<file path="src/rtl/lts_regs.svh">
// Purpose: Offsets, field positions, reset values and timing counts of the serial target.
// Assumes: A 200 MHz system clock.
// Notes: Definitions only.
`ifndef LTS_REGS_SVH
`define LTS_REGS_SVH

// ==========================================================================
// Bus identity and register map
// ==========================================================================
`define LTS_TARGET_ADDR 7'h4C
`define LTS_REG_LED_TEST 8'h0C
`define LTS_REG_CTRL 8'h00
`define LTS_SELF_TEST_START 8'h01
`define LTS_CTRL_RESET 8'h00
`define LTS_CTRL_STBY_BIT 6
`define LTS_CTRL_BOOST_BIT 3
`define LTS_TEST_RESET 8'h00
`define LTS_TEST_DONE_BIT 7
`define LTS_TEST_PASS_BIT 0

// ==========================================================================
// Timing
// ==========================================================================
`define LTS_CLK_MHZ 200
`define LTS_RESULT_SETTLE_US 10
`define LTS_RESULT_SETTLE_CYC (`LTS_RESULT_SETTLE_US * `LTS_CLK_MHZ)
`define LTS_LED_COUNT 4
`define LTS_STEP_BITS 3
`define LTS_SELF_TEST_SCL_EDGES 8'h10

`endif

</file>
<file path="src/rtl/lts_pkg.sv">
// Purpose: Types shared by the serial target and its test port.
// Assumes: Nothing beyond the register header.
// Notes: Types only.
package lts_pkg;

   // ==========================================================================
   // Bus and test port states, line samples and events, LED flags
   // ==========================================================================
   typedef enum logic [2:0] {
      ST_IDLE,
      ST_ADDR,
      ST_ADDR_ACK,
      ST_WRITE,
      ST_WRITE_ACK,
      ST_READ,
      ST_READ_ACK
   } lts_bus_state_e;

   typedef enum logic [1:0] {
      TP_WAIT,
      TP_SEQ,
      TP_DONE
   } lts_tp_state_e;

   typedef struct packed {
      logic scl;
      logic sda;
   } lts_line_s;

   typedef struct packed {
      logic rise;
      logic fall;
      logic start;
      logic stop;
   } lts_line_evt_s;

   typedef logic [3:0] lts_led_ok_t;

endpackage

</file>
<file path="src/rtl/lts_test_port.sv">
// Purpose: Pin-level LED connectivity test port driven by the stimulus pin.
// Assumes: Stimulus input already passed through a two-stage synchroniser.
// Notes: Runs from power-on reset only; the external reset pin has no effect here.
`timescale 1ns/100ps
`default_nettype none
`include "lts_regs.svh"

module lts_test_port (
   input wire logic i_clk,
   input wire logic i_rst,
   input wire logic i_stim,
   input wire logic i_chip_ok,
   input wire lts_pkg::lts_led_ok_t i_led_ok,
   output logic o_result
);

   // ==========================================================================
   // Sequencer
   // ==========================================================================
   lts_pkg::lts_tp_state_e state_q, state_d;
   logic stim_q, stim_d;
   logic [`LTS_STEP_BITS-1:0] step_q, step_d;
   logic result_q, result_d;
   logic rise;

   always_comb begin
      rise = i_stim & ~stim_q;
      state_d = state_q;
      step_d = step_q;
      stim_d = i_stim;
      result_d = 1'b0;
      case (state_q)
         lts_pkg::TP_WAIT: begin
            if (i_stim) begin
               result_d = i_chip_ok;
            end
            if (rise & i_chip_ok) begin
               state_d = lts_pkg::TP_SEQ;
               step_d = '0;
            end
         end
         lts_pkg::TP_SEQ: begin
            // Each later high phase reports one LED; the sixth high phase, the fifth after the acknowledging one, ends the test.
            if (rise) begin
               if (step_q == `LTS_STEP_BITS'(`LTS_LED_COUNT)) begin
                  state_d = lts_pkg::TP_DONE;
               end else begin
                  step_d = step_q + `LTS_STEP_BITS'(1);
               end
            end
            // The acknowledging high phase keeps showing the chip outcome.
            if (i_stim && step_q == '0) begin
               result_d = i_chip_ok;
            end else if (i_stim && step_q <= `LTS_STEP_BITS'(`LTS_LED_COUNT)) begin
               result_d = i_led_ok[step_q[1:0] - 2'h1];
            end
         end
         lts_pkg::TP_DONE: begin
            result_d = 1'b0;
         end
         default: begin
            state_d = lts_pkg::TP_WAIT;
         end
      endcase
   end

   // Result follows the stimulus within one clock plus synchroniser latency, far under 10 us.
   always_ff @(posedge i_clk) begin
      if (i_rst) begin
         state_q <= lts_pkg::TP_WAIT;
         step_q <= '0;
         stim_q <= 1'b0;
         result_q <= 1'b0;
      end else begin
         state_q <= state_d;
         step_q <= step_d;
         stim_q <= stim_d;
         result_q <= result_d;
      end
   end

   assign o_result = result_q;

endmodule // lts_test_port
`default_nettype wire

</file>
<file path="src/rtl/lts_serial_target.sv">
// Purpose: Two-wire bus target at a fixed address with LED connectivity test port.
// Assumes: i_clk 200 MHz; SCL up to 400 kHz oversampled; i_rst is power-on reset.
// Notes: Open-drain data line as input, output and enable; output always low when enabled.
//
// What this block does
// - Data line changes only while clock low; sampled on clock high.
// - Data falling while clock high is a start condition.
// - Data rising while clock high is a stop condition.
// - A repeated start restarts address reception like a first start.
// - Bytes are eight bits, MSB first, then one acknowledge bit.
// - Transmitter releases data at acknowledge; receiver pulls it low on 9th clock.
// - The addressed receiver acknowledges every byte it receives.
// - First seven bits compared to address 4C; respond only on match.
// - Eighth bit 0 means write, 1 means read.
// - In a write, second byte is register index, third byte is data.
// - Bus logic works with clock rates up to 400 kHz.
// - Test port runs regardless of external reset pin.
// - Result output low while stimulus low.
// - Unpopulated test: stimulus high gives result 1 if functional.
// - Populated test: each later high phase reports one LED; last ends test.
// - Writing 01h to index 0Ch starts self-test; result read at 0Ch.
// - Stimulus phases at least 200 us; result valid within 10 us.
`timescale 1ns/100ps
`default_nettype none
`include "lts_regs.svh"

module lts_serial_target (
   input wire logic i_clk,
   input wire logic i_rst,
   input wire logic i_external_reset_low,
   input wire logic i_scl,
   input wire logic i_sda,
   output logic o_sda,
   output logic o_sda_oe,
   input wire logic i_test_stimulus_in,
   input wire lts_pkg::lts_led_ok_t i_led_ok,
   input wire logic i_chip_ok,
   output logic o_test_result_out,
   output logic o_standby_release_bit,
   output logic o_boost_enable_bit
);

   // ==========================================================================
   // Input synchronisers
   // ==========================================================================
   logic [3:0] sync1_q, sync1_d;
   logic [3:0] sync2_q, sync2_d;
   lts_pkg::lts_line_s line_q, line_d;
   lts_pkg::lts_line_evt_s evt;
   logic stim_s, external_reset_low_s;

   always_comb begin
      sync1_d = {i_test_stimulus_in, i_external_reset_low, i_scl, i_sda};
      sync2_d = sync1_q;
      line_d.scl = sync2_q[1];
      line_d.sda = sync2_q[0];
   end

   always_ff @(posedge i_clk) begin
      if (i_rst) begin
         // Idle pin levels: stimulus low, reset pin high, both bus lines high.
         // A stimulus stage reset high would show the test port a false edge.
         sync1_q <= 4'h7;
         sync2_q <= 4'h7;
         line_q <= '1;
      end else begin
         sync1_q <= sync1_d;
         sync2_q <= sync2_d;
         line_q <= line_d;
      end
   end

   assign stim_s = sync2_q[3];
   assign external_reset_low_s = sync2_q[2];

   // ==========================================================================
   // Line events
   // ==========================================================================
   // Clock edges at up to 400 kHz are seen hundreds of system cycles apart.
   always_comb begin
      evt.rise = sync2_q[1] & ~line_q.scl;
      evt.fall = ~sync2_q[1] & line_q.scl;
      evt.start = sync2_q[1] & line_q.scl & line_q.sda & ~sync2_q[0];
      evt.stop = sync2_q[1] & line_q.scl & ~line_q.sda & sync2_q[0];
   end

   // ==========================================================================
   // Transaction engine
   // ==========================================================================
   lts_pkg::lts_bus_state_e state_q, state_d;
   logic [7:0] shift_q, shift_d;
   logic [3:0] bit_q, bit_d;
   logic [7:0] index_q, index_d;
   logic have_index_q, have_index_d;
   logic rd_q, rd_d;
   logic drive_q, drive_d;
   logic [7:0] ctrl_q, ctrl_d;
   logic [7:0] test_q, test_d;
   logic [7:0] st_edges_q, st_edges_d;
   logic st_busy_q, st_busy_d;
   logic sda_out_q, sda_out_d;
   logic external_reset_low_soft_q;

   function automatic logic [7:0] reg_read(input logic [7:0] idx, input logic [7:0] ctrl,
                                           input logic [7:0] test);
      if (idx == `LTS_REG_LED_TEST) begin
         reg_read = test;
      end else if (idx == `LTS_REG_CTRL) begin
         reg_read = ctrl;
      end else begin
         reg_read = 8'h00;
      end
   endfunction

   always_comb begin
      state_d = state_q;
      shift_d = shift_q;
      bit_d = bit_q;
      index_d = index_q;
      have_index_d = have_index_q;
      rd_d = rd_q;
      drive_d = drive_q;
      ctrl_d = ctrl_q;
      test_d = test_q;
      st_edges_d = st_edges_q;
      st_busy_d = st_busy_q;
      sda_out_d = 1'b0;
      // Self-test is paced by bus clock edges, so a slow master gives it time.
      if (st_busy_q && evt.rise) begin
         if (st_edges_q == `LTS_SELF_TEST_SCL_EDGES) begin
            st_busy_d = 1'b0;
            test_d = 8'h00;
            test_d[`LTS_TEST_DONE_BIT] = 1'b1;
            test_d[`LTS_TEST_PASS_BIT] = (&i_led_ok) & ctrl_q[`LTS_CTRL_STBY_BIT]
                                         & ctrl_q[`LTS_CTRL_BOOST_BIT];
         end else begin
            st_edges_d = st_edges_q + 8'h01;
         end
      end
      if (evt.start) begin
         state_d = lts_pkg::ST_ADDR;
         bit_d = '0;
         drive_d = 1'b0;
         have_index_d = 1'b0;
      end else if (evt.stop) begin
         state_d = lts_pkg::ST_IDLE;
         drive_d = 1'b0;
      end else begin
         case (state_q)
            lts_pkg::ST_IDLE: begin
               drive_d = 1'b0;
            end
            lts_pkg::ST_ADDR, lts_pkg::ST_WRITE: begin
               if (evt.rise) begin
                  shift_d = {shift_q[6:0], line_q.sda};
                  bit_d = bit_q + 4'h1;
               end
               if (evt.fall && bit_q == 4'h8) begin
                  bit_d = '0;
                  if (state_q == lts_pkg::ST_ADDR) begin
                     if (shift_q[7:1] == `LTS_TARGET_ADDR) begin
                        rd_d = shift_q[0];
                        drive_d = 1'b1;
                        state_d = lts_pkg::ST_ADDR_ACK;
                     end else begin
                        state_d = lts_pkg::ST_IDLE;
                     end
                  end else begin
                     drive_d = 1'b1;
                     state_d = lts_pkg::ST_WRITE_ACK;
                     if (!have_index_q) begin
                        index_d = shift_q;
                        have_index_d = 1'b1;
                     end else begin
                        if (index_q == `LTS_REG_LED_TEST) begin
                           test_d = shift_q;
                           if (shift_q == `LTS_SELF_TEST_START) begin
                              st_busy_d = 1'b1;
                              st_edges_d = 8'h00;
                           end
                        end else if (index_q == `LTS_REG_CTRL) begin
                           ctrl_d = shift_q;
                        end
                        index_d = index_q + 8'h01;
                     end
                  end
               end
            end
            lts_pkg::ST_ADDR_ACK, lts_pkg::ST_WRITE_ACK: begin
               // Release, or the first read bit, follows the falling edge that ends the ninth clock.
               if (evt.fall) begin
                  bit_d = '0;
                  if (state_q == lts_pkg::ST_ADDR_ACK && rd_q) begin
                     shift_d = reg_read(index_q, ctrl_q, test_q);
                     drive_d = ~shift_d[7];
                     state_d = lts_pkg::ST_READ;
                  end else begin
                     drive_d = 1'b0;
                     state_d = lts_pkg::ST_WRITE;
                  end
               end
            end
            lts_pkg::ST_READ: begin
               if (evt.rise) begin
                  bit_d = bit_q + 4'h1;
               end
               if (evt.fall) begin
                  if (bit_q == 4'h8) begin
                     drive_d = 1'b0;
                     state_d = lts_pkg::ST_READ_ACK;
                  end else begin
                     shift_d = {shift_q[6:0], 1'b0};
                     drive_d = ~shift_q[6];
                  end
               end
            end
            lts_pkg::ST_READ_ACK: begin
               if (evt.rise) begin
                  if (line_q.sda) begin
                     state_d = lts_pkg::ST_IDLE;
                  end else begin
                     index_d = index_q + 8'h01;
                  end
               end
               if (evt.fall) begin
                  bit_d = '0;
                  shift_d = reg_read(index_q, ctrl_q, test_q);
                  drive_d = ~shift_d[7];
                  state_d = lts_pkg::ST_READ;
               end
            end
            default: begin
               state_d = lts_pkg::ST_IDLE;
            end
         endcase
      end
   end

   always_ff @(posedge i_clk) begin
      if (i_rst) begin
         state_q <= lts_pkg::ST_IDLE;
         shift_q <= 8'h00;
         bit_q <= 4'h0;
         index_q <= 8'h00;
         have_index_q <= 1'b0;
         rd_q <= 1'b0;
         drive_q <= 1'b0;
         ctrl_q <= `LTS_CTRL_RESET;
         test_q <= `LTS_TEST_RESET;
         st_edges_q <= 8'h00;
         st_busy_q <= 1'b0;
         sda_out_q <= 1'b0;
         external_reset_low_soft_q <= 1'b0;
      end else begin
         external_reset_low_soft_q <= ~external_reset_low_s;
         if (external_reset_low_soft_q) begin
            // The external reset pin clears only the bus side, never the test port.
            state_q <= lts_pkg::ST_IDLE;
            drive_q <= 1'b0;
            ctrl_q <= `LTS_CTRL_RESET;
            test_q <= `LTS_TEST_RESET;
            st_busy_q <= 1'b0;
            have_index_q <= 1'b0;
         end else begin
            state_q <= state_d;
            drive_q <= drive_d;
            ctrl_q <= ctrl_d;
            test_q <= test_d;
            st_busy_q <= st_busy_d;
            have_index_q <= have_index_d;
         end
         shift_q <= shift_d;
         bit_q <= bit_d;
         index_q <= index_d;
         rd_q <= rd_d;
         st_edges_q <= st_edges_d;
         sda_out_q <= sda_out_d;
      end
   end

   assign o_sda = sda_out_q;
   assign o_sda_oe = drive_q;
   assign o_standby_release_bit = ctrl_q[`LTS_CTRL_STBY_BIT];
   assign o_boost_enable_bit = ctrl_q[`LTS_CTRL_BOOST_BIT];

   // ==========================================================================
   // Pin-level test port
   // ==========================================================================
   lts_test_port u_test_port (
      .i_clk(i_clk),
      .i_rst(i_rst),
      .i_stim(stim_s),
      .i_chip_ok(i_chip_ok),
      .i_led_ok(i_led_ok),
      .o_result(o_test_result_out)
   );

endmodule // lts_serial_target
`default_nettype wire

</file>
<file path="config.mk">
export PLATFORM = sky130hd
export DESIGN_NAME = lts_serial_target
export DESIGN_NICKNAME = d
export VERILOG_FILES = /design/src/rtl/lts_pkg.sv /design/src/rtl/lts_test_port.sv /design/src/rtl/lts_serial_target.sv
export VERILOG_INCLUDE_DIRS = /design/src /design/src/rtl
export SDC_FILE = /design/constraint.sdc
export NUM_CORES = 1
export LEC_CHECK = 0
export BUFFER_PORTS_ARGS = -buffer_cell sky130_fd_sc_hd__buf_2
export CORE_ASPECT_RATIO = 0.75
export CORE_MARGIN = 2
export CORE_UTILIZATION = 65
export DETAILED_ROUTE_END_ITERATION = 8
export HOLD_SLACK_MARGIN = 0.15
export PLACE_DENSITY = 0.91
export SLEW_MARGIN = 10
export SYNTH_ARGS = -nofsm -noshare
export SYNTH_HDL_FRONTEND = slang
export SYNTH_SLANG_ARGS = --single-unit
</file>
<file path="constraint.sdc">
create_clock -name i_clk -period 3.1 [get_ports i_clk]
set_input_delay 0.155 -clock i_clk [delete_from_list [all_inputs] [get_ports i_clk]]
set_output_delay 0.155 -clock i_clk [all_outputs]
set_load 0.03 [all_outputs]
</file>
**Word level (Yosys, flattened, before mapping)**

Cells that the tools add are included.

- $add $sub $neg: 5
- Magnitude comparators: 2
- Reduce and logical (&&, ||, !) cells: 33
- Muxes and demuxes: 93
- Equal/unequal tests: 40
- Bitwise gates (word level): 26

Operators by type and width:

| operator | count |
|---|---|
| $mux W8 | 41 |
| $mux W3 | 12 |
| $pmux W8 S4 | 1 |
| $mux W1 | 24 |
| $ne A2 B2 Y1 const B | 12 |
| $reduce_and A7 Y1 | 3 |
| $add A8 B1 Y8 const B | 2 |
| $ne A4 B4 Y1 const B | 4 |
| $pmux W8 S2 | 1 |
| $reduce_and A4 Y1 | 4 |
| $not A1 Y1 | 15 |
| $pmux W3 S5 | 1 |
| $eq A3 B3 Y1 const B | 4 |
| $mux W4 | 3 |
| $ne A3 B3 Y1 const B | 4 |
| $pmux W4 S3 | 1 |
| $reduce_and A6 Y1 | 2 |
| $and A1 B1 Y1 | 11 |
| $ne A5 B5 Y1 const B | 2 |
| $reduce_and A9 Y1 | 1 |
| $eq A8 B1 Y1 const B | 1 |
| $eq A8 B4 Y1 const B | 1 |
| $eq A8 B5 Y1 const B | 1 |
| $logic_not A8 Y1 | 1 |
| 30 further kinds | 47 |

- Output and inout port bits: 5
- Register bits after elaboration: 69
- Logic and storage cells: 220
- Bits of input ports: 11

**Logic depth before layout (Yosys ltp)**

- Depth after elaboration: 12
- Gate-level depth with buffers: 9
- Mapped depth without buffers: 7

**By module**

Synthesis repeated with hierarchy kept, for this count alone.

- Cell total of the unflattened synthesis: 444
- Area, all modules: 3678.5 um^2

By module, submodules not included:

| module | times used | area an instance (um^2) | cells each | sequential area each (um^2) |
|---|---|---|---|---|
| lts_serial_target | 1 | 3296.9 | 400 | 1241.2 |
| lts_test_port | 1 | 381.6 | 44 | 140.1 |

**Least setup slack after synthesis**

OpenSTA, ideal clock, no wires.

- Path kind: flip-flop to flip-flop
- Start point: reg sync2_q[1]
- End point: reg ctrl_q[0]
- Data required time: 2.972 ns
- Slack: 1.288 ns
- Library setup time: 0.128 ns
- Cell stages (with the launch flop): 9
- Arrival time: 1.685 ns
- Path through: dfxtp_1 > inv_1 > ha_1 > buf_4 > nand4b_4 > a211oi_2 > nand4_2 > mux2i_1 > nor2_1

- Cells in the longest elaborated chain, start to end: 5

RTL lines:

| item | line | text |
|---|---|---|
| from (decl) | lts_serial_target.sv:47 | `logic [3:0] sync2_q, sync2_d;` |
| from (signal assigned) | lts_serial_target.sv:68 | `sync2_q <= sync2_d;` |
| $and A1 B1 Y1 | lts_serial_target.sv:83, lts_serial_target.sv:84 |  |
| $and A1 B1 Y1 (on tied branches) (2 in a row) | lts_serial_target.sv:83, lts_serial_target.sv:84 |  |
| $not A1 Y1 (no source line) | -- |  |
| $reduce_and A8 Y1 (no source line) * | -- |  |
| to (signal assigned) | lts_serial_target.sv:248 | `` ctrl_q <= `LTS_CTRL_RESET; `` |
| to (signal assigned) | lts_serial_target.sv:260 | `` ctrl_q <= `LTS_CTRL_RESET; `` |
| to (signal assigned) | lts_serial_target.sv:267 | `ctrl_q <= ctrl_d;` |
| to (decl) | lts_serial_target.sv:97 | `logic [7:0] ctrl_q, ctrl_d;` |

Every way passes the cells marked *; elsewhere a longest branch is shown, timed or not.
A chain may end at the register's enable or synchronous reset.

**Final worst setup path**

- Start point: reg sync2_q[1]
- End point: reg st_edges_q[5]

- Cells in the longest elaborated chain, start to end: 11

RTL lines:

| item | line | text |
|---|---|---|
| $and A1 B1 Y1 | lts_serial_target.sv:81 | `evt.rise = sync2_q[1] & ~line_q.scl;` |
| $logic_and A1 B1 Y1 | lts_serial_target.sv:129 | `if (st_busy_q && evt.rise) begin` |
| $mux W8 | lts_serial_target.sv:129 |  |
| $mux W8 | lts_serial_target.sv:177 | `` if (shift_q == `LTS_SELF_TEST_START) begin `` |
| $mux W8 | lts_serial_target.sv:175 | `` if (index_q == `LTS_REG_LED_TEST) begin `` |
| $mux W8 | lts_serial_target.sv:171 | `if (!have_index_q) begin` |
| $mux W8 | lts_serial_target.sv:160 | `if (state_q == lts_pkg::ST_ADDR) begin` |
| $mux W8 | lts_serial_target.sv:158 | `if (evt.fall && bit_q == 4'h8) begin` |
| $mux W8 | lts_serial_target.sv:149 | `case (state_q)` |
| $mux W8 | lts_serial_target.sv:145 | `end else if (evt.stop) begin` |
| $mux W8 * | lts_serial_target.sv:140 | `if (evt.start) begin` |
| to (signal assigned) | lts_serial_target.sv:276 | `st_edges_q <= st_edges_d;` |
| to (decl) | lts_serial_target.sv:99 | `logic [7:0] st_edges_q, st_edges_d;` |

Marked as above.

==> metrics.cfg <==
[status]
outcome = complete, no violations

[hold_path]
whs_path_depth = 4
hold_path_class = input port to register

[global_routing]
overflow = 0
grt_pass1_wl_microns = 13600
track_usage = 0.284
antenna_found_initial = 0
grt_pass1_vias = 2780
grt_max_degree = 36

[timing]
hold_violations = 0
finalCritPeriodShare = 0.717
skew_ns = 0.00768
slew_violations = 0
max_slew_margin = 0.476
setup_slack_ns = 0.878
fin_crit_ns = 2.22
fin_setup_tns_ns = 0
max_clock_freq_mhz = 450
rsz0062_at_grt = false
tightest_slew_ns = 0.776
setup_viol = 0

[drt]
routed_via_density = 6.19
routedWlPerCell_microns = 16.1
ant_nets = 0
vias = 3255
firstDrtPassIters = 5
drcViolationCount = 0
routed_wl_microns = 8490
drtIter0Drc = 405

[finish]
final_util = 0.728
drive_gt1_frac = 0.109
final_cell_mix = dfxtp_1 (69), nor2_1 (56), nand2_1 (33)
nets = 468
fin_cells = 526
n_fill_cell = 419
diodes = 0
synthToLayoutAreaGrowth_pct = 7.12
final_common_cell = dfxtp_1

[setup_path]
cp.arrival_ns = 2.46
worstPathRequired_ns = 3.34
cp-end-kind = register
critPathLaunchType = register
cp_max_fo = 11
r2r_cells = 7
critPathKind = register to register

[yosys]
ys_seq_area_frac = 0.378
syn-num-nets = 460
yosys_warnings = 0
synth_seq_cells = 69
synthFlopType = dfxtp_1
async_flop_share = 0
synth_edf_count = 0
avgSynthCellArea_sq_um = 8.35
synth_cell_types = 61
syn-instance-count = 438
syn_area_sq_um = 3660

[floorplan]
die_h_microns = 69.0
die-area_sq_um = 6250
pin_count = 16
die_w_microns = 90.6
start_util = 0.680
coreArea_sq_um = 5380
num_rows = 23

[placement]
numPortBuffers = 14
dp_hpwl_microns = 5820
place.gp.congestion = 0.979
post-place-cells = 506
dp_worst_setup_slack_ns = 0.937

[clock_network]
cts_max_path_buffers = 2
clock_sinks = 69
root_buffer = clkbuf_8
cts_resized = 0
htree_num_levels = 3
numCtsBuffers = 9
clk_pin_slew_ns = 0.07
cts_tree = built
clk_latency_ns = 0.36

[power]
ir_drop_uv = 345
power_density_nw_per_um2 = 422
p_leak_uw = 0.00143

[run]
drv_cap = 0

-- worst max-delay path: stages (launching register included) --
cell and delay (ns):
dfxtp_1 0.33, inv_1 0.07, ha_1 0.40, nand4b_4 0.17, a211oi_2 0.37, nand4_2 0.33
o211ai_2 0.35, nor2_1 0.08
-- flip-flops by register name, summed over array words and instances, names as in the netlist, 2 cells and up --
name and cells:
u_test_port.state_q 2, ctrl_q 8, shift_q 8, sync1_q 4
bit_q 4, st_edges_q 8, index_q 8, test_q 8
state_q 3, u_test_port.step_q 3, line_q 2, sync2_q 4
-- repair_timing --
item                                   in CTS  in global routing
endpoints found under the hold margin       4                  0
buffers inserted                            0                  0
hold buffers                                4                  0
-- synth_stat cells, types with 11 or more instances --
cell	instances	share of area
o21ai_0	20	0.027
nand2_1	33	0.034
nor2_1	56	0.057
ha_1	11	0.038
nand3_1	19	0.026
dfxtp_1	69	0.38
a211oi_1	11	0.023
inv_1	15	0.015
nor3_1	15	0.021
a21oi_1	30	0.041
mux2i_1	16	0.044
-- report_power, final --
group          leakage, uW  internal [uW]  total, uW  switching, uW
clock            0.0000921            330        665            335
combinational     0.000783           30.8       81.7           50.8
sequential        0.000558            895        906           10.2
-- cells by family after synthesis --
| logic type | share of synthesized area |
|---|---|
| AO/OA/AOI/OAI | 0.179 |
| other | 0.00103 |
| XOR/XNOR | 0.0239 |
| buffers and inverters | 0.0506 |
| adder cells (fa/ha/maj) | 0.0376 |
| flip-flops | 0.378 |
| AND/OR/NAND/NOR | 0.280 |
| multiplexers | 0.0499 |
-- metrics by stage --
stage                     hold WS, ns  instance area [sq um]  total power, uW
after floorplan                 0.259                   3660              981
after global placement          0.338                   3700              998
after detailed placement        0.340                   3700             1000
after CTS                       0.168                   3920             1670
after global routing            0.226                   3920             1720
final                           0.197                   3920             1650
-- worst paths after layout --
| check | slack (ns) | endpoint | start |
|---|---|---|---|
| setup / recovery | 0.88 | st_edges_q[5]$_SDFF_PP0_ | sync2_q[1]$_SDFF_PP1_ |
| hold / removal | 0.20 | u_test_port.o_result$_SDFF_PP0_ | i_chip_ok |
| setup reg to reg | 0.88 | st_edges_q[5]$_SDFF_PP0_ | sync2_q[1]$_SDFF_PP1_ |
| hold reg to reg | 0.38 | external_reset_low_soft_q$_SDFF_PP0_ | sync2_q[2]$_SDFF_PP1_ |
-- layer usage --
| layer | up-vias | global-route usage | share of wire |
|---|---|---|---|
| met5 | - | 0 | 0 |
| met4 | 0 | 0.0962 | 0.012 |
| met3 | 11 | 0.0870 | 0.10 |
| met2 | 163 | 0.425 | 0.45 |
| met1 | 1507 | 0.391 | 0.44 |
| li1 | 1574 | - | - |
-- layout make-up --
| cell class | instances | area [sq um] | share of cell area |
|---|---|---|---|
| Sequential cell | 69 | 1380 | 0.353 |
| Clock inverter | 4 | 22.5 | 0.00575 |
| Clock buffer | 12 | 155 | 0.0396 |
| Tap cell | 75 | 93.8 | 0.0240 |
| Timing Repair Buffer | 19 | 118 | 0.0300 |
| Inverter | 15 | 56.3 | 0.0144 |
| Multi-Input combinational cell | 332 | 2090 | 0.534 |
(Power assumes the default switching activity.)
